===== config.mk =====
export PLATFORM = sky130hd
export DESIGN_NAME = oem_config_regs
export DESIGN_NICKNAME = d
export VERILOG_FILES = /design/src/common/oem_cfg_pkg.sv /design/src/common/reset_pulse_if.sv /design/src/design/oem_config_regs.sv /design/src/design/reset_pulse_timer.sv
export SDC_FILE = /design/constraint.sdc
export NUM_CORES = 1
export LEC_CHECK = 0
export ABC_CLOCK_PERIOD_IN_PS = 2400
export BUFFER_PORTS_ARGS = -buffer_cell sky130_fd_sc_hd__buf_2
export CAP_MARGIN = 20
export CORE_AREA = 2 2 98 100
export DETAILED_ROUTE_END_ITERATION = 7
export DIE_AREA = 0 0 100 102
export PLACE_DENSITY = 0.77
export SLEW_MARGIN = 20
export SYNTH_ARGS = -nofsm -noshare
export SYNTH_HDL_FRONTEND = slang
export SYNTH_SLANG_ARGS = --single-unit

===== constraint.sdc =====
create_clock -name sys_clk -period 2.4 [get_ports sys_clk]
set_input_delay 0.48 -clock sys_clk [delete_from_list [all_inputs] [get_ports sys_clk]]
set_output_delay 0.48 -clock sys_clk [all_outputs]
set_load 0.05 [all_outputs]

===== src/common/oem_cfg_pkg.sv =====
// constants, field layout and timing for the OEM configuration register block
package oem_cfg_pkg;
	// ************************************************************
	// register map
	// ************************************************************
	localparam logic [7:0] REG_LOOP_CFG   = 8'h01;
	localparam logic [7:0] REG_ADDR_CFG   = 8'h02;
	localparam logic [7:0] LOOP_CFG_RESET = 8'h02;
	localparam logic [7:0] ADDR_CFG_RESET = 8'ha2;
	localparam logic [7:0] READ_UNMAPPED  = 8'h00;
	// ************************************************************
	// field positions
	// ************************************************************
	localparam int LOOP_INV_BIT   = 7;
	localparam int LOOP_GAIN_BIT  = 6;
	localparam int LOOP_REF_BIT   = 5;
	localparam int LOOP_RFB_MSB   = 4;
	localparam int LOOP_RFB_LSB   = 2;
	localparam int LOOP_DRV_BIT   = 1;
	localparam int LOOP_SHUTDOWN_POLARITY_BIT  = 0;
	localparam int ADDR_NIB_MSB   = 7;
	localparam int ADDR_NIB_LSB   = 4;
	localparam int ADDR_DLY_MSB   = 2;
	localparam int ADDR_DLY_LSB   = 0;
	// low three device address bits of this register space
	localparam logic [2:0] DEV_LOW_BITS = 3'h3;
	localparam logic [2:0] BIT_LAST     = 3'h7;
	// ************************************************************
	// timing
	// ************************************************************
	localparam int CLK_PERIOD_NS     = 8;
	localparam int PULSE_TIME_US     = 125;
	localparam int PULSE_TICK_CYCLES = PULSE_TIME_US * 1000 / CLK_PERIOD_NS;
	localparam int DLY1_TIME_US      = 17500;
	localparam int DLY2_TIME_US      = 22500;
	localparam int DLY3_TIME_US      = 27000;
	localparam int DLY4_TIME_US      = 45000;
	localparam int TICK_W            = 9;
	localparam logic [TICK_W-1:0] DLY1_TICKS = TICK_W'(DLY1_TIME_US / PULSE_TIME_US);
	localparam logic [TICK_W-1:0] DLY2_TICKS = TICK_W'(DLY2_TIME_US / PULSE_TIME_US);
	localparam logic [TICK_W-1:0] DLY3_TICKS = TICK_W'(DLY3_TIME_US / PULSE_TIME_US);
	localparam logic [TICK_W-1:0] DLY4_TICKS = TICK_W'(DLY4_TIME_US / PULSE_TIME_US);
	localparam logic [2:0] DLY_CODE_ZERO = 3'h0;
	localparam logic [2:0] DLY_CODE_1    = 3'h1;
	localparam logic [2:0] DLY_CODE_2    = 3'h2;
	localparam logic [2:0] DLY_CODE_3    = 3'h3;
	localparam logic [2:0] DLY_CODE_4    = 3'h4;
	// ************************************************************
	// state types
	// ************************************************************
	typedef enum logic [2:0] {S_IDLE, S_DEV, S_BADDR, S_WDATA, S_ACK, S_RDATA, S_MACK} ser_state_t;
	typedef enum logic [1:0] {T_IDLE, T_PULSE, T_WAIT} pulse_state_t;
endpackage


===== src/common/reset_pulse_if.sv =====
// carrier between the register block and the reset pulse timer
`timescale 1ns/1ps
interface reset_pulse_if;
	logic       fire;       // start a reset pulse
	logic       resetMode;  // output pin is in reset pulse mode
	logic [2:0] delayCode;  // clear delay selection
	logic       pinDrive;   // pull output pin low
	logic       fieldClear; // clear the reset pulse field
	modport ctrl  (output fire, resetMode, delayCode, input pinDrive, fieldClear);
	modport timer (input fire, resetMode, delayCode, output pinDrive, fieldClear);
endinterface


===== src/design/oem_config_regs.sv =====
// OEM loop and bus address configuration registers behind the two-wire serial port
`timescale 1ns/1ps
module oem_config_regs #(
	parameter int TICK_CYCLES = oem_cfg_pkg::PULSE_TICK_CYCLES
) (
	input  wire logic       sys_clk,                 // 125 MHz clock
	input  wire logic       reset_n,                 // async reset, active low
	input  wire logic       nvClear_n,               // blank storage, active low
	input  wire logic       sclIn,                   // serial clock pin
	input  wire logic       sdaIn,                   // serial data pin level
	output logic            sdaOut,                  // serial data drive value
	output logic            sdaOe_n,                 // low while pulling data low
	input  wire logic       passwordValid,           // OEM password presented
	input  wire logic       resetModeSelect,         // output pin in reset mode
	input  wire logic       resetPulseFire,          // reset field written to 111
	input  wire logic       shutdownRequest,         // shutdown asserted internally
	output logic            loopInputInvert,         // op-amp inputs inverted
	output logic            feedbackRangeQuarter,    // quarter reference swing
	output logic            feedbackReferenceSelect, // reference to supply
	output logic [2:0]      feedbackResistorCode,    // feedback resistance code
	output logic            driveDirection,          // 1 source, 0 sink
	output logic            shutdownOutput,          // shutdown pin level
	output logic [3:0]      busAddressHighNibble,    // live bus address nibble
	output logic            generalOutputPinOut,     // output pin drive value
	output logic            generalOutputPinOe_n,    // low while pulling pin low
	output logic            resetPulseFieldClear,    // clear reset field, pulse
	output logic            conversionAbort          // abort running conversion
);
	// ************************************************************
	// pin synchronisers
	// ************************************************************
	logic [2:0] sclSync, sdaSync;
	logic       sclS, sdaS, sclRise, sclFall, startCond, stopCond;

	always_ff @(posedge sys_clk or negedge reset_n) begin
		if (!reset_n) begin
			sclSync <= 3'h7;
			sdaSync <= 3'h7;
		end else begin
			sclSync <= {sclSync[1:0], sclIn};
			sdaSync <= {sdaSync[1:0], sdaIn};
		end
	end

	// stage 0 is only read by stage 1; edges use stages 1 and 2
	always_comb begin
		sclS      = sclSync[1];
		sdaS      = sdaSync[1];
		sclRise   = sclS && !sclSync[2];
		sclFall   = !sclS && sclSync[2];
		startCond = sclS && sdaSync[2] && !sdaS;
		stopCond  = sclS && !sdaSync[2] && sdaS;
	end

	// ************************************************************
	// serial slave
	// ************************************************************
	oem_cfg_pkg::ser_state_t state, next_state, afterAck, next_afterAck;
	logic [2:0] bitCnt, next_bitCnt;
	logic [7:0] shiftReg, next_shiftReg, byteAddr, next_byteAddr;
	logic [7:0] rxByte, readData;
	logic [7:0] nvLoop, next_nvLoop, nvAddr, next_nvAddr;
	logic       ackOn, next_ackOn, sdaDrive, next_sdaDrive;
	logic       next_abort, next_shutdown, wrEn;

	// read mux, password gates the data seen
	always_comb begin
		if (!passwordValid)
			readData = oem_cfg_pkg::READ_UNMAPPED;
		else if (byteAddr == oem_cfg_pkg::REG_LOOP_CFG)
			readData = nvLoop;
		else if (byteAddr == oem_cfg_pkg::REG_ADDR_CFG)
			readData = nvAddr;
		else
			readData = oem_cfg_pkg::READ_UNMAPPED;
	end

	// byte framing, acknowledge and transmit sequencing
	always_comb begin
		next_state    = state;
		next_afterAck = afterAck;
		next_bitCnt   = bitCnt;
		next_shiftReg = shiftReg;
		next_byteAddr = byteAddr;
		next_ackOn    = ackOn;
		next_sdaDrive = sdaDrive;
		next_abort    = 1'b0;
		wrEn          = 1'b0;
		rxByte        = {shiftReg[6:0], sdaS};
		// shutdown level follows the polarity bit
		next_shutdown = shutdownRequest ? nvLoop[oem_cfg_pkg::LOOP_SHUTDOWN_POLARITY_BIT]
		                                : !nvLoop[oem_cfg_pkg::LOOP_SHUTDOWN_POLARITY_BIT];
		case (state)
			oem_cfg_pkg::S_IDLE: ;
			oem_cfg_pkg::S_DEV, oem_cfg_pkg::S_BADDR, oem_cfg_pkg::S_WDATA: begin
				if (sclRise) begin
					next_shiftReg = rxByte;
					next_bitCnt   = bitCnt + 1'b1;
					if (bitCnt == oem_cfg_pkg::BIT_LAST) begin
						next_state = oem_cfg_pkg::S_ACK;
						if (state == oem_cfg_pkg::S_DEV) begin
							// compare against the live nibble
							if (rxByte[7:1] != {nvAddr[oem_cfg_pkg::ADDR_NIB_MSB:
							    oem_cfg_pkg::ADDR_NIB_LSB], oem_cfg_pkg::DEV_LOW_BITS})
								next_state = oem_cfg_pkg::S_IDLE;
							next_afterAck = rxByte[0] ? oem_cfg_pkg::S_RDATA
							                          : oem_cfg_pkg::S_BADDR;
						end else if (state == oem_cfg_pkg::S_BADDR) begin
							next_byteAddr = rxByte;
							next_afterAck = oem_cfg_pkg::S_WDATA;
						end else begin
							wrEn          = passwordValid;
							next_abort    = passwordValid
							             && byteAddr == oem_cfg_pkg::REG_LOOP_CFG;
							next_byteAddr = byteAddr + 1'b1;
							next_afterAck = oem_cfg_pkg::S_WDATA;
						end
					end
				end
			end
			oem_cfg_pkg::S_ACK: begin
				if (sclFall) begin
					if (!ackOn) begin
						next_ackOn    = 1'b1;
						next_sdaDrive = 1'b1;
					end else begin
						next_ackOn    = 1'b0;
						next_state    = afterAck;
						next_bitCnt   = '0;
						next_sdaDrive = 1'b0;
						if (afterAck == oem_cfg_pkg::S_RDATA) begin
							next_shiftReg = readData;
							next_sdaDrive = !readData[7];
						end
					end
				end
			end
			oem_cfg_pkg::S_RDATA: begin
				if (sclFall) begin
					if (bitCnt == oem_cfg_pkg::BIT_LAST) begin
						next_sdaDrive = 1'b0;
						next_state    = oem_cfg_pkg::S_MACK;
						next_byteAddr = byteAddr + 1'b1;
					end else begin
						next_shiftReg = {shiftReg[6:0], 1'b0};
						next_sdaDrive = !shiftReg[6];
						next_bitCnt   = bitCnt + 1'b1;
					end
				end
			end
			oem_cfg_pkg::S_MACK: begin
				// host ack reuses the ack release path to load the next byte
				if (sclRise) begin
					if (sdaS) begin
						next_state = oem_cfg_pkg::S_IDLE;
					end else begin
						next_state    = oem_cfg_pkg::S_ACK;
						next_ackOn    = 1'b1;
						next_afterAck = oem_cfg_pkg::S_RDATA;
					end
				end
			end
			default: next_state = oem_cfg_pkg::S_IDLE;
		endcase
		// bus conditions override any byte in flight
		if (startCond) begin
			next_state    = oem_cfg_pkg::S_DEV;
			next_bitCnt   = '0;
			next_ackOn    = 1'b0;
			next_sdaDrive = 1'b0;
		end else if (stopCond) begin
			next_state    = oem_cfg_pkg::S_IDLE;
			next_ackOn    = 1'b0;
			next_sdaDrive = 1'b0;
		end
	end

	always_ff @(posedge sys_clk or negedge reset_n) begin
		if (!reset_n) begin
			state           <= oem_cfg_pkg::S_IDLE;
			afterAck        <= oem_cfg_pkg::S_IDLE;
			bitCnt          <= '0;
			shiftReg        <= '0;
			byteAddr        <= '0;
			ackOn           <= 1'b0;
			sdaDrive        <= 1'b0;
			conversionAbort <= 1'b0;
			shutdownOutput  <= 1'b0;
		end else begin
			state           <= next_state;
			afterAck        <= next_afterAck;
			bitCnt          <= next_bitCnt;
			shiftReg        <= next_shiftReg;
			byteAddr        <= next_byteAddr;
			ackOn           <= next_ackOn;
			sdaDrive        <= next_sdaDrive;
			conversionAbort <= next_abort;
			shutdownOutput  <= next_shutdown;
		end
	end

	// ************************************************************
	// non-volatile storage
	// ************************************************************
	// only the storage blank clears these; a warm reset leaves them alone
	always_comb begin
		next_nvLoop = nvLoop;
		next_nvAddr = nvAddr;
		if (wrEn && byteAddr == oem_cfg_pkg::REG_LOOP_CFG)
			next_nvLoop = rxByte;
		if (wrEn && byteAddr == oem_cfg_pkg::REG_ADDR_CFG)
			next_nvAddr = rxByte;
	end

	always_ff @(posedge sys_clk or negedge nvClear_n) begin
		if (!nvClear_n) begin
			nvLoop <= oem_cfg_pkg::LOOP_CFG_RESET;
			nvAddr <= oem_cfg_pkg::ADDR_CFG_RESET;
		end else begin
			nvLoop <= next_nvLoop;
			nvAddr <= next_nvAddr;
		end
	end

	// ************************************************************
	// field outputs and reset pulse timer
	// ************************************************************
	reset_pulse_if rp ();

	assign loopInputInvert         = nvLoop[oem_cfg_pkg::LOOP_INV_BIT];
	assign feedbackRangeQuarter    = nvLoop[oem_cfg_pkg::LOOP_GAIN_BIT];
	assign feedbackReferenceSelect = nvLoop[oem_cfg_pkg::LOOP_REF_BIT];
	assign feedbackResistorCode    = nvLoop[oem_cfg_pkg::LOOP_RFB_MSB:oem_cfg_pkg::LOOP_RFB_LSB];
	assign driveDirection          = nvLoop[oem_cfg_pkg::LOOP_DRV_BIT];
	assign busAddressHighNibble    = nvAddr[oem_cfg_pkg::ADDR_NIB_MSB:oem_cfg_pkg::ADDR_NIB_LSB];
	assign sdaOut                  = 1'b0;
	assign sdaOe_n                 = !sdaDrive;
	assign rp.fire                 = resetPulseFire;
	assign rp.resetMode            = resetModeSelect;
	assign rp.delayCode            = nvAddr[oem_cfg_pkg::ADDR_DLY_MSB:oem_cfg_pkg::ADDR_DLY_LSB];
	assign generalOutputPinOut     = 1'b0;
	assign generalOutputPinOe_n    = !rp.pinDrive;
	assign resetPulseFieldClear    = rp.fieldClear;

	reset_pulse_timer #(.TICK_CYCLES(TICK_CYCLES)) pulseTimer (
		.sys_clk (sys_clk),
		.reset_n (reset_n),
		.tp      (rp.timer)
	);

	// ************************************************************
	// checks
	// ************************************************************
	a_write_gated: assert property (@(posedge sys_clk) disable iff (!reset_n)
		!passwordValid |=> $stable(nvLoop) && $stable(nvAddr))
		else $error("register changed without password");
	a_abort_on_write: assert property (@(posedge sys_clk) disable iff (!reset_n)
		$changed(nvLoop) |-> conversionAbort)
		else $error("loop write without conversion abort");
	a_shutdown_level: assert property (@(posedge sys_clk) disable iff (!reset_n)
		// the edge that releases reset still loads the reset level, so skip that sample
		$stable(nvLoop) ##1 ($stable(nvLoop) && $past(reset_n))
		|-> shutdownOutput == ($past(shutdownRequest) ~^ nvLoop[oem_cfg_pkg::LOOP_SHUTDOWN_POLARITY_BIT]))
		else $error("shutdown level does not follow polarity");
	a_addr_ack: assert property (@(posedge sys_clk) disable iff (!reset_n)
		state == oem_cfg_pkg::S_DEV && sclRise && bitCnt == oem_cfg_pkg::BIT_LAST
		&& !startCond && !stopCond
		&& rxByte[7:1] == {busAddressHighNibble, oem_cfg_pkg::DEV_LOW_BITS}
		|=> state == oem_cfg_pkg::S_ACK)
		else $error("own address not acknowledged");
	a_bit3_readback: assert property (@(posedge sys_clk) disable iff (!reset_n)
		$changed(nvAddr[3]) |-> $stable(busAddressHighNibble) || $past(wrEn))
		else $error("spare address bit disturbed");
endmodule // oem_config_regs


===== src/design/reset_pulse_timer.sv =====
// reset pulse on the general output pin and the delayed field clear
`timescale 1ns/1ps
module reset_pulse_timer #(
	parameter int TICK_CYCLES = oem_cfg_pkg::PULSE_TICK_CYCLES
) (
	input  wire logic   sys_clk, // system clock
	input  wire logic   reset_n, // async reset, active low
	reset_pulse_if.timer tp      // request and pulse signals
);
	localparam int DIV_W = $clog2(TICK_CYCLES + 1);
	localparam logic [DIV_W-1:0] DIV_LAST = DIV_W'(TICK_CYCLES - 1);

	oem_cfg_pkg::pulse_state_t state, next_state;
	logic [DIV_W-1:0]               div, next_div;
	logic [oem_cfg_pkg::TICK_W-1:0] ticks, next_ticks, delayTicks;
	logic                           next_pinDrive, next_fieldClear, tick;

	// ************************************************************
	// pulse sequencer
	// ************************************************************
	// one 125 us divider times both the pulse and the clear delay
	always_comb begin
		next_state      = state;
		next_div        = div;
		next_ticks      = ticks;
		next_fieldClear = 1'b0;
		tick            = (div == DIV_LAST);
		case (tp.delayCode)
			oem_cfg_pkg::DLY_CODE_1: delayTicks = oem_cfg_pkg::DLY1_TICKS;
			oem_cfg_pkg::DLY_CODE_2: delayTicks = oem_cfg_pkg::DLY2_TICKS;
			oem_cfg_pkg::DLY_CODE_3: delayTicks = oem_cfg_pkg::DLY3_TICKS;
			oem_cfg_pkg::DLY_CODE_4: delayTicks = oem_cfg_pkg::DLY4_TICKS;
			default:                 delayTicks = '0;
		endcase
		if (state != oem_cfg_pkg::T_IDLE)
			next_div = tick ? '0 : div + 1'b1;
		case (state)
			oem_cfg_pkg::T_IDLE: begin
				if (tp.fire && tp.resetMode) begin
					next_state = oem_cfg_pkg::T_PULSE;
					next_div   = '0;
					next_ticks = '0;
				end
			end
			oem_cfg_pkg::T_PULSE: begin
				if (tick) begin
					if (delayTicks == '0) begin
						next_fieldClear = 1'b1;
						next_state      = oem_cfg_pkg::T_IDLE;
					end else begin
						next_state = oem_cfg_pkg::T_WAIT;
					end
				end
			end
			oem_cfg_pkg::T_WAIT: begin
				if (tick) begin
					next_ticks = ticks + 1'b1;
					if (ticks + 1'b1 == delayTicks) begin
						next_fieldClear = 1'b1;
						next_state      = oem_cfg_pkg::T_IDLE;
					end
				end
			end
			default: next_state = oem_cfg_pkg::T_IDLE;
		endcase
		// leaving reset mode drops the sequence, nothing is cleared
		if (!tp.resetMode && state != oem_cfg_pkg::T_IDLE) begin
			next_state      = oem_cfg_pkg::T_IDLE;
			next_fieldClear = 1'b0;
		end
		next_pinDrive = (next_state == oem_cfg_pkg::T_PULSE);
	end

	always_ff @(posedge sys_clk or negedge reset_n) begin
		if (!reset_n) begin
			state         <= oem_cfg_pkg::T_IDLE;
			div           <= '0;
			ticks         <= '0;
			tp.pinDrive   <= 1'b0;
			tp.fieldClear <= 1'b0;
		end else begin
			state         <= next_state;
			div           <= next_div;
			ticks         <= next_ticks;
			tp.pinDrive   <= next_pinDrive;
			tp.fieldClear <= next_fieldClear;
		end
	end

	// ************************************************************
	// checks
	// ************************************************************
	logic [DIV_W:0] lowCnt;
	always_ff @(posedge sys_clk or negedge reset_n) begin
		if (!reset_n)
			lowCnt <= '0;
		else
			lowCnt <= tp.pinDrive ? lowCnt + 1'b1 : '0;
	end

	a_pulse_length: assert property (@(posedge sys_clk) disable iff (!reset_n)
		$fell(tp.pinDrive) && $past(tp.resetMode) |-> lowCnt == (DIV_W+1)'(TICK_CYCLES))
		else $error("reset pulse length wrong");
	a_mode_gate: assert property (@(posedge sys_clk) disable iff (!reset_n)
		!tp.resetMode |=> !tp.pinDrive && !tp.fieldClear)
		else $error("pulse activity outside reset mode");
	a_zero_delay: assert property (@(posedge sys_clk) disable iff (!reset_n)
		$fell(tp.pinDrive) && $past(tp.resetMode) && tp.resetMode
		&& tp.delayCode == oem_cfg_pkg::DLY_CODE_ZERO |-> tp.fieldClear)
		else $error("zero delay clear missing");
endmodule // reset_pulse_timer


==> impl_summary.md, run 1 <==
Logic synthesis
After technology mapping, the gate count stands at 509. The number of flip-flops and latches in the synthesized netlist is 77. Summing the sequential cell areas from Yosys gives 42.8% of the chip area. The cell area after synthesis is 4530 sq um.

The flip-flop cell with the highest count after synthesis is sky130_fd_sc_hd__dfrtp_1. The number of enable flip-flop cells after synthesis is 0. For this run, asynchronously set or reset flops after synthesis account for 100%. Dividing the synthesized area by the synthesized cell count gives 8.91 sq um. Counting distinct cell types in the post-synthesis netlist gives 61. Yosys printed 0 warnings.

Placed design
After detailed placement, the total cell area comes to 4890 sq um. During placement, the flow inserted port buffers numbering 24. The final weighted congestion of routability-driven global placement is 0.903. Timing analysis after detailed placement gives a worst setup slack of -0.133 ns. The total half-perimeter wirelength after legalization and detailed placement is 7.26 mm.

Critical path
The kind of end point of the critical path is a register. The critical path launch point type is a register. The worst path arrival time is 2.73 ns.

The critical path required time is 2.68 ns. The type of the worst setup path is reg -> reg. Along the worst path, the maximum fanout reaches 2.

Layout
The layout overhead on the synthesized area is 14.4%. In the layout the commonest cells are sky130_fd_sc_hd__dfrtp_1 (67), sky130_fd_sc_hd__nand2_1 (52), sky130_fd_sc_hd__o21ai_0 (46). The final net count is 567.

Cells fill 57.0% of the core in the end. Summing all non-filler instances in the final layout gives an area of 5190 sq um. The leading cell type in the layout, fill and taps excluded is sky130_fd_sc_hd__dfrtp_1. The layout cell share with drive strength beyond 1 is 20.5%. The repair_antennas step left the layout with diodes totalling 0.

Timing
Setup repair after global routing could not meet its margin everywhere. The total count of hold-check failures in the final report came to 0. The final period utilization is 102%. For this run, the top clock speed supported by timing is 0.408 GHz. At the pin with the least slew margin, the transition time is 0.497 ns. Setup violations remaining at the end of the flow were counted as 1. The relative slew slack is 66.7%. The final worst clock skew is 0.00847 ns. The total negative setup slack is -0.0535 ns. The final max-slew violation count is 0. Subtracting the final worst setup slack from the clock period gives 2.45 ns. Once routing completed, OpenROAD measured the worst setup slack at -0.0535 ns.

Die
The core area is 9110 sq um. The total die area is 10,200 sq um. The number of ports placed on the die boundary is 27.

The height of the die is 102 um. The starting utilization of the core area is 49.8%. After floorplanning, the core was divided into 35 placement rows.

The horizontal die dimension is 100 um.

Power and ir drop
Overall power consumption after layout is estimated at 3.66 mW. The internal portion of the total power is 2.53 mW. Per report_power, the combinational group accounts for 23.9% of the total. The switching fraction of total power is 30.9%. The sequential fraction of design power is 43.6%. In this run, the clock network consumes 32.5% of the power.

Summed over all cells, the static leakage comes to 2.28 nW. Power spread over the standard cell area amounts to 706 nW/um^2. The net switching power is 1.13 mW. The worst-case vdd ir drop is 0.000493 V.

Outcome
The run finished, with violations left. The checks that failed: negative setup slack.

Clocking
The later pin in the worst-skew pair is clocked with a latency of 0.35 ns. The clock transition at the register clock pins on the worst setup and hold paths after CTS is 0.08 ns. The clock passes through at most 2 buffers. The number of clock buffers inserted by TritonCTS is 9. The clock drives 77 sinks. The count of H-tree levels built during CTS is 3. The cts-stage hold buffer count is 0.

The CTS tree is done. The cell sitting at the root of the clock tree is a sky130_fd_sc_hd__clkbuf_8.

Drt
The number of remaining DRC errors is 0. Wires add up to 10.3 mm. The number of detailed-route iterations in the first pass is 5. The routed layout has 3,867 vias. The count of nets left with antenna violations once routing finished came out at 0. The mean number of vias per cell is 5.84.

The detailed router's first-iteration violation count is 247. The wire length per cell after detailed routing is 15.6 um.

Global route
Global routing used 21.4% of the available tracks. The first global-routing pass estimated 17.5 mm of wire. The total grt overflow is 0. The initial antenna violation count is 0. The via count of the first global-routing pass came to 3,707.

The largest net degree at the start of global routing is 62.

Run
The count of max-cap constraint violations is 0.

Hold path
The min-delay analysis places its worst path in the category in -> async.
[repair_timing]
action,4_1_cts,5_1_grt
pin swaps,1,1
endpoints found under the setup margin,9,8
resized for setup,3,9
buffers inserted,1,2
[final timing paths]
path | startpoint | end | slack [ns] | depth (start not counted)
worst max-delay path | pulseTimer.div[2] | pulseTimer.ticks[7] | -0.05 | 5
worst min-delay path | nvClear_n | nvLoop[7] | 0.02 | 1
worst max register to register | pulseTimer.div[2] | pulseTimer.ticks[7] | -0.05 | 5
worst min register to register | sdaSync[0] | sdaSync[1] | 0.36 | 0
max in group asynchronous | reset_n | sdaSync[2] | 1.96 | 2
min in group sys_clk | sdaIn | sdaSync[0] | 0.23 | 1
[power by group through the flow]
stage | Sequential, mW | Clock [mW] | Combinational, mW
after floorplan | 1.57 | 0 | 0.497
after CTS | 1.59 | 1.21 | 0.823
after global routing | 1.61 | 1.26 | 0.977
after global placement | 1.61 | 0 | 0.767
after detailed placement | 1.61 | 0 | 0.795
final | 1.60 | 1.19 | 0.877
[flip-flops by register name, summed over array words and instances (netlist names)]
name,count
sdaSync,3
sclSync,3
state,3
shiftReg,7
conversionAbort,1
ackOn,1
pulseTimer.ticks,9
pulseTimer.tp.fieldClear,1
pulseTimer.tp.pinDrive,1
nvAddr,8
pulseTimer.div,14
shutdownOutput,1
sdaDrive,1
pulseTimer.state,2
bitCnt,3
afterAck,3
byteAddr,8
nvLoop,8
[cell families after synthesis]
family | after synthesis | synth area share [%]
other cells | 1 | 0.0827
compound gates | 139 | 18.5
xor+xnor | 17 | 3.59
fa+ha+maj | 12 | 3.31
simple gates | 197 | 22.3
mux | 20 | 4.86
flops | 77 | 42.8
buf+inv | 46 | 4.61
[final cells by class]
| type | instances | area [sq um] |
|---|---|---|
| fill | 789 | 3920 |
| sequential | 77 | 1940 |
| inverter | 16 | 60.1 |
| clock inverter | 4 | 95.1 |
| tap | 111 | 139 |
| multi-input combinational | 387 | 2430 |
| clock buffer | 12 | 145 |
| timing repair buffer | 55 | 378 |
[critical path, cell delays in order, from the launching register on]
cell and delay, ns:
sky130_fd_sc_hd__dfrtp_1 0.38, sky130_fd_sc_hd__or4b_4 0.53, sky130_fd_sc_hd__or4_4 0.53, sky130_fd_sc_hd__or3b_4 0.39
sky130_fd_sc_hd__or4_4 0.42, sky130_fd_sc_hd__o21ai_2 0.13
[synth_stat cells, drive strengths merged (12+ instances only)]
cell    number  area share [%]
clkbuf      19             1.6
o21ai       48             5.3
mux2        16             4.0
nor3        16             1.8
and3        12             1.7
nand2       53             4.4
inv         16             1.3
nand3       18             2.0
dfrtp       67              37
a21oi       42             4.6
ha          12             3.3
nor2        41             3.4
[metal layers]
layer	vias up	wire [um]	GRT usage [%]	share of wire [%]
met2	113	5060	35.8	49
met5	-	0	0	0
met4	0	202	7.27	2.0
met3	20	486	3.83	4.7
li1	1885	-	-	-
met1	1849	4600	28.3	44
[through the flow]
step | hold WS [ns] | cells
after floorplan | 0.184 | 510
after global placement | 0.347 | 643
after detailed placement | 0.347 | 643
after CTS | 0.0247 | 660
after global routing | 0.0437 | 662
final | 0.0221 | 662
Power figures use the tool's default switching activity.
==> inputs of run 2 (changes only) <==
CORE_AREA = 2 2 83 117   (was 2 2 98 100)
DIE_AREA = 0 0 85 119   (was 0 0 100 102)
==> run 2 against run 1 <==
Effect of this change:
- clock-buffer cell count decreased by 2
- clock skew about the same
- highest routed layer unchanged
- via count increased by 1.2%
- first-iteration DRC count decreased by 24%
- non-clock buffer count decreased by 6
- clock power increased by 25%
- the flow still finishes with violations (negative setup slack)
==> impl_summary.md, run 2 (synthesized netlist as in run 1, its figures left out) <==
Layout
The final net count is 561. After routing the design area is 5220 sq um. Compared with the post-synthesis result, the final layout area differs by 15.1%.

The repair_antennas step left the layout with diodes totalling 0. Counting flops per register, the top entry is pulseTimer.div. The layout cell share with drive strength beyond 1 is 19.8%. The flip-flop count of the largest register after layout is 14. The count of placed standard cells in the final layout, fillers left out is 655. The library cell used most frequently in the layout, excluding fill and tap cells, is sky130_fd_sc_hd__dfrtp_1. The largest registers in the layout are pulseTimer.div: 14 flops, pulseTimer.ticks: 9 flops.

Leaving out fill and tap cells, the most frequent cells in the layout are sky130_fd_sc_hd__dfrtp_1 (67), sky130_fd_sc_hd__nand2_1 (52), sky130_fd_sc_hd__o21ai_0 (45).

Hold path
In this run the worst hold path is classified as in -> async.

Global route
Entering global routing, the biggest net connects 62 pins. The overall routing resource usage is 21.4%. The first-pass GRT wire length is 17.5 mm. The via count of the first global-routing pass is 3,904. The total grt overflow is 0. The initial antenna violation count is 0.

Critical path
The cell occurring most often along the worst timing path is sky130_fd_sc_hd__or4_4. The signal on the critical path passes through inv_2 > ha_4 > or4bb_1 > or4_4 > or3b_4 > or4_4 > o21ai_2. The critical path required time is 2.67 ns. Along the worst path, the maximum fanout reaches 2. Data on the critical path arrives at its endpoint at 2.77 ns. Among all stages on the critical path, the largest delay is contributed by sky130_fd_sc_hd__or4_4. The kind of end point of the critical path is a register. The stage delay of the slowest cell on the critical path is 0.49 ns.

STA classifies the critical path startpoint as a register. By startpoint and endpoint, the worst setup path is classified as reg -> reg.

Drt
The detailed router's first-iteration violation count is 187. In the routed layout, each cell is associated on average with a via count of 5.97. The via count of the routed design is 3,912. After detailed routing, the average wire length per cell comes to 16.1 um. After detailed routing, the wire length on met1 is 4.22 mm. In this run the remaining antenna-violating nets after routing total 0. The number of detailed-route iterations in the first pass is 5. Routed signal wires occupy layers up through met4. Wire segments on met3 add up to 343 um in the final route.

The routed wire length is 10.6 mm. The amount of wire on met2 after detailed routing is 5.66 mm. The number of remaining DRC errors is 0.

Timing
The final period utilization is 104%. Setup repair after global routing could not meet its margin everywhere. Once routing completed, OpenROAD measured the worst setup slack at -0.0960 ns. Timing would allow up to 0.401 GHz. In this run the tightest slew margin relative to its limit is 60.4%. For the final database, setup skew stands at 0.00800 ns. The final period demand of the worst path is 2.50 ns. The slew at the pin closest to its max-slew limit is 0.594 ns.

The final max-slew violation count came to 0. In the final timing run, aggregate negative setup slack is -0.125 ns. The total count of hold-check failures in the final report is 0. The final-report setup violation count is 4. The worst hold margin is 0.0513 ns.

Die
The number of placement rows is 42. The core area is 9200 sq um. The die covers 10,100 sq um. The number of ports placed on the die boundary is 27. The die is 85 um wide. The die is 119 um tall. The starting utilization of the core area is 49.3%.

Clocking
The CTS tree is done. The count of H-tree levels built during CTS is 3. The buffer levels on the longest clock path is 2.

The tree built by TritonCTS fans out to 77 sinks. After clock tree synthesis, the clock-pin slew on the worst setup and hold paths is 0.06 ns. In this run, CTS created clock tree buffers numbering 9. For the worst-skew pair, the clock arrives at the later sink with an insertion delay of 0.34 ns.

The cts-stage hold buffer count is 0. The library cell used as clock root buffer is sky130_fd_sc_hd__clkbuf_16.

Run
Across the run, the number of max-cap violations was 0.

Placed design
The placed cell count is 637. In this run the tool buffered the top-level ports with 24 buffer cells. The final weighted congestion of routability-driven global placement is 0.861. In this run the cell area measured after placement is 4840 sq um. Once detailed placement completed, the half-perimeter wirelength came to 7.39 mm.

Power and ir drop
The analysis attributes to net switching a power of 1.20 mW. The sequential fraction of design power is 40.8%. The clock network burns 38.0% of the power. The analysis attributes to cell leakage a power of 2.29 nW. The internal portion of the total power is 2.71 mW. The switching fraction of total power is 30.8%. Power spread over the standard cell area amounts to 750 nW/um^2. The worst-case vdd ir drop is 0.000646 V.

Combinational logic is responsible for 21.2% of the overall power.

Outcome
The final reports fail on negative setup slack. The run finished, with violations left.
## run 2: power groups by stage
stage	Combinational (mW)	Sequential, mW	Clock (mW)
2_1_floorplan	0.497	1.57	0
3_3_place_gp	0.731	1.60	0
3_5_place_dp	0.762	1.61	0
4_1_cts	0.809	1.59	1.50
5_1_grt	0.934	1.61	1.55
6_report	0.830	1.60	1.49
## run 2: stage by stage
stage | total power [mW] | util [%] | worst slack [ns]
after floorplan | 2.07 | - | -0.126
after global placement | 2.33 | 52.6 | 0.0123
after detailed placement | 2.37 | 52.6 | -0.0976
after CTS | 3.90 | 56.5 | -0.0641
after global routing | 4.10 | 56.7 | -0.151
final | 3.91 | 56.7 | -0.0960
## run 2: repair_timing
action                     4_1_cts  5_1_grt
buffers inserted                 1        1
pin swaps                        0        1
setup endpoints to repair        6       10
gates resized for setup         10        4
## run 2: layout make-up
class / count / area, sq um
Timing Repair Buffer: 49 / 328
Fill cell: 759 / 3980
Multi-Input combinational cell: 387 / 2430
Sequential cell: 77 / 1940
Inverter: 16 / 60.1
Clock inverter: 6 / 86.3
Tap cell: 110 / 138
Clock buffer: 10 / 239
## run 2: worst paths after layout
kind	from	end	slack, ns	cells after the start
max	pulseTimer.div[0]	pulseTimer.ticks[7]	-0.1	7
min	nvClear_n	nvLoop[4]	0.05	1
max reg2reg	pulseTimer.div[0]	pulseTimer.ticks[7]	-0.1	7
min reg2reg	sclSync[0]	sclSync[1]	0.36	0
max in group asynchronous	reset_n	sdaSync[1]	1.95	2
min in group sys_clk	sdaIn	sdaSync[0]	0.24	1
## run 2: layer usage
metal	vias up	global-route usage (%)
met3	29	3.47
met1	1901	23.4
met4	0	11.2
li1	1881	-
met2	101	39.0
met5	-	0
## run 2: critical path: cells and delay by family, from the launching register on
family,cells,cell delay [ns]
flops,1,0.40
simple gates,4,1.71
compound gates,1,0.12
buf+inv,1,0.08
fa+ha+maj,1,0.12
==> inputs of run 3 (changes only) <==
CELL_PAD_IN_SITES_DETAIL_PLACEMENT = 1   (was not set)
CELL_PAD_IN_SITES_GLOBAL_PLACEMENT = 1   (was not set)
CORE_AREA = 2 2 93 130   (was 2 2 83 117)
DIE_AREA = 0 0 95 132   (was 0 0 85 119)
PLACE_DENSITY = 0.82   (was 0.77)
SKIP_CTS_REPAIR_TIMING = 1   (was not set)
SYNTH_HIERARCHICAL = 1   (was not set)
==> run 3 against run 2 <==
Effect of this change:
- the flow now finishes without violations
- core utilization is 9.3 points lower
- final cell count is 2.3% higher
- combinational power is 29% lower
- sequential share of layout area is 1.1 points lower
- die area is 24% higher
- critical path type unchanged
- critical endpoint is now pulseTimer/div[13]
- highest routed layer unchanged
==> impl_summary.md, run 3 <==
Layout
The multi-input combinational cells in the finished layout cover a total of 2640 sq um. The number of fillers in the final layout is 1,262. The flip-flop and latch area is 1940 sq um.

The register with the most flip-flops in the final layout is pulseTimer/div. The final net count is 542. Cells fill 47.4% of the core in the end. 0 antenna diodes ended up in the layout. The library cell used most frequently in the layout, excluding fill and tap cells, is sky130_fd_sc_hd__dfrtp_1. The layout cell share with drive strength beyond 1 is 20.2%. The top cell types in the final layout, fill and taps aside, are sky130_fd_sc_hd__dfrtp_1 (67), sky130_fd_sc_hd__nor2_1 (46), sky130_fd_sc_hd__nand2_1 (44). The register with the most flip-flops in the layout has 14 of them. The largest registers in the layout are pulseTimer/div: 14 flops, pulseTimer/ticks: 9 flops. From synthesis to final layout, the design area changed by 10.1%.

Clocking
The latest clock arrival within the worst-skew pair is 0.34 ns. The library cell used as clock root buffer is sky130_fd_sc_hd__clkbuf_16. Counting the buffers created by CTS gives 9. The clock sink count is 77. The clock tree synthesis step divided the H-tree into 3 levels. The clock transition at the register clock pins on the worst setup and hold paths after CTS is 0.06 ns. The clock passes through at most 2 buffers. TritonCTS built the clock tree.

Critical path
Data on the critical path is required at its endpoint by 2.62 ns. Data arrives at the worst endpoint at 2.42 ns. The type of the worst setup path is reg -> reg. STA classifies the critical path startpoint as a register. The kind of end point of the critical path is a register. The worst-path maximum fanout is 6.

Die
Once the floorplan was initialized, standard cells occupied 43.0% of the core. The number of placement rows is 46. The die covers 12,500 sq um.

The number of ports placed on the die boundary is 27. The core area is 11,300 sq um. The horizontal die dimension is 95 um. The height of the die is 132 um.

Logic synthesis
The unique cell type count in the Yosys netlist is 73. The most instantiated library cell after synthesis is sky130_fd_sc_hd__dfrtp_1. The flip-flop cell with the highest count after synthesis is sky130_fd_sc_hd__dfrtp_1. The proportion of synthesized flip-flops having asynchronous set or reset is 100%. By area the synthesized netlist is led by sky130_fd_sc_hd__dfrtp_1 (34%), sky130_fd_sc_hd__dfstp_2 (5.4%), sky130_fd_sc_hd__mux2_4 (4.9%).

The cell count after synthesis came out at 509. The mean post-synth cell area is 9.59 sq um. The number of enable flip-flop cells after synthesis is 0. The total of warnings raised by yosys is 6. By count the netlist is led by sky130_fd_sc_hd__dfrtp_1 (67), sky130_fd_sc_hd__nor2_1 (46), sky130_fd_sc_hd__nand2_1 (44).

After synthesis, flip-flops and latches occupy 39.7% of the total area. The synthesized design spends more area on one cell type than any other, namely sky130_fd_sc_hd__dfrtp_1. The proportion of netlist area held by the largest area contributor is 34.4%. The mapped netlist covers 4880 sq um. The number of flip-flops and latches in the synthesized netlist is 77.

Global route
The first-pass GRT wire length is 20.7 mm. The largest net degree at the start of global routing is 40. The via count of the first global-routing pass was 4,234.

The initial antenna violation count is 0. In the global route stage, overall resource usage came out at 20.8%. The total grt overflow is 0.

Power and ir drop
The design draws 3.58 mW. Dividing total power by cell area gives a power density of 666 nW/um^2. Summed over all cells, the static leakage comes to 2.36 nW. IR analysis of the VDD net gives a maximum drop of 0.000347 V.

Timing
The worst path in the final design needs a cycle of 2.20 ns, including I/O delays and setup. The relative slew slack is 30.1%. The total negative setup slack is 0 ns. The slew at the pin closest to its max-slew limit is 1.04 ns. The final max-slew violation count is 0. The final worst clock skew is 0.00834 ns. The total count of hold-check failures in the final report was 0.

The final-report setup violation count is 0. Static timing analysis puts the maximum clock frequency at 0.455 GHz. The final period utilization is 91.6%. Across all setup checks in the final design, the least slack found is 0.201 ns. The worst hold margin is 0.0354 ns.

Setup repair after global routing left no endpoint under its margin.

Drt
The number of remaining DRC errors is 0. In this run the remaining antenna-violating nets after routing total 0. In the final routed layout, each cell accounts on average for 18.3 um. The number of detailed-route iterations in the first pass is 4. The via count of the routed design is 3,830. Dividing the detail-routed via count by the number of cells gives 5.72. The detailed router's first-iteration violation count is 128. The final layout contains routed wiring with a total length of 12.3 mm.

Placed design
The final weighted congestion of routability-driven global placement is 0.837. Detailed placement finished with a half-perimeter wire length of 8.69 mm. At the placement stage, the worst setup path has a slack of 0.196 ns. Input and output buffers added on the ports amount to 24.

Hold path
The class of the worst hold path is in -> async.

Outcome
The flow ran to the end, and the final reports show no timing, DRC or antenna violations.

Run
Across the run, the number of max-cap violations was 0.
run 3: cell types whose count changed after synthesis, sizes merged, moves of 5 or more:
cell | before | now
a21oi | 42 | 27
o21ai | 48 | 33
buf | 11 | 24
mux2 | 16 | 29
nor3 | 16 | 6
o22a | 1 | 11
nand2 | 53 | 46
nand4 | 0 | 7
clkbuf | 19 | 13
nor3b | 8 | 2
nor2 | 41 | 46
xor2 | 6 | 11
run 3: where the power goes:
part | switching [mW] | internal [mW] | leakage (nW)
clock network | 0.550 | 0.911 | 0.147
logic | 0.347 | 0.241 | 1.22
registers | 0.124 | 1.41 | 0.990
total | 1.02 | 2.56 | 2.36
run 3: final timing paths:
check,start,cells after the start,slack [ns],to
min in group sys_clk,sclIn,1,0.24,sclSync[0]
worst max-delay path,pulseTimer/state[1],7,0.20,pulseTimer/div[13]
worst min-delay path,nvClear_n,1,0.04,nvAddr[6]
worst min register to register,sdaSync[0],0,0.36,sdaSync[1]
max in group asynchronous,reset_n,2,1.54,sclSync[2]
worst max register to register,pulseTimer/state[1],7,0.20,pulseTimer/div[13]
run 3: layer usage:
metal	up-vias	routed length, um	track usage (%)
li1	1821	-	-
met1	1947	5000	23.3
met2	46	6810	38.5
met3	16	241	3.20
met4	0	219	8.05
met5	-	0	0
run 3: final cells by class:
type                       instances  share of cell area (%)
multi-input combinational        376                    49.1
clock buffer                      12                    4.40
sequential                        77                    36.1
tap                              144                    3.35
inverter                          20                    1.40
timing repair buffer              37                    4.29
clock inverter                     4                    1.35
run 3: critical path, stage by stage (launching register included):
cell and delay (ns):
sky130_fd_sc_hd__dfrtp_1 0.42, sky130_fd_sc_hd__inv_1 0.11, sky130_fd_sc_hd__ha_1 0.25, sky130_fd_sc_hd__or3_1 0.43, sky130_fd_sc_hd__nor3_1 0.44, sky130_fd_sc_hd__and3_1 0.25, sky130_fd_sc_hd__xnor2_1 0.12, sky130_fd_sc_hd__nor2_1 0.06
run 3: metrics by stage:
stage | area, sq um | std cells
floorplan | 4880 | 510
global placement | 5060 | 654
detailed placement | 5060 | 654
CTS | 5370 | 670
global route | 5370 | 670
finish | 5370 | 670
run 3: cell families after synthesis:
group / count (synthesis) / synth area share [%]
multiplexers: 34 / 8.95
AND/OR/NAND/NOR: 188 / 21.5
flip-flops: 77 / 39.7
XOR/XNOR: 26 / 4.95
other: 1 / 0.0768
buffers and inverters: 57 / 6.28
AO/OA/AOI/OAI: 114 / 15.4
adder cells (fa/ha/maj): 12 / 3.08
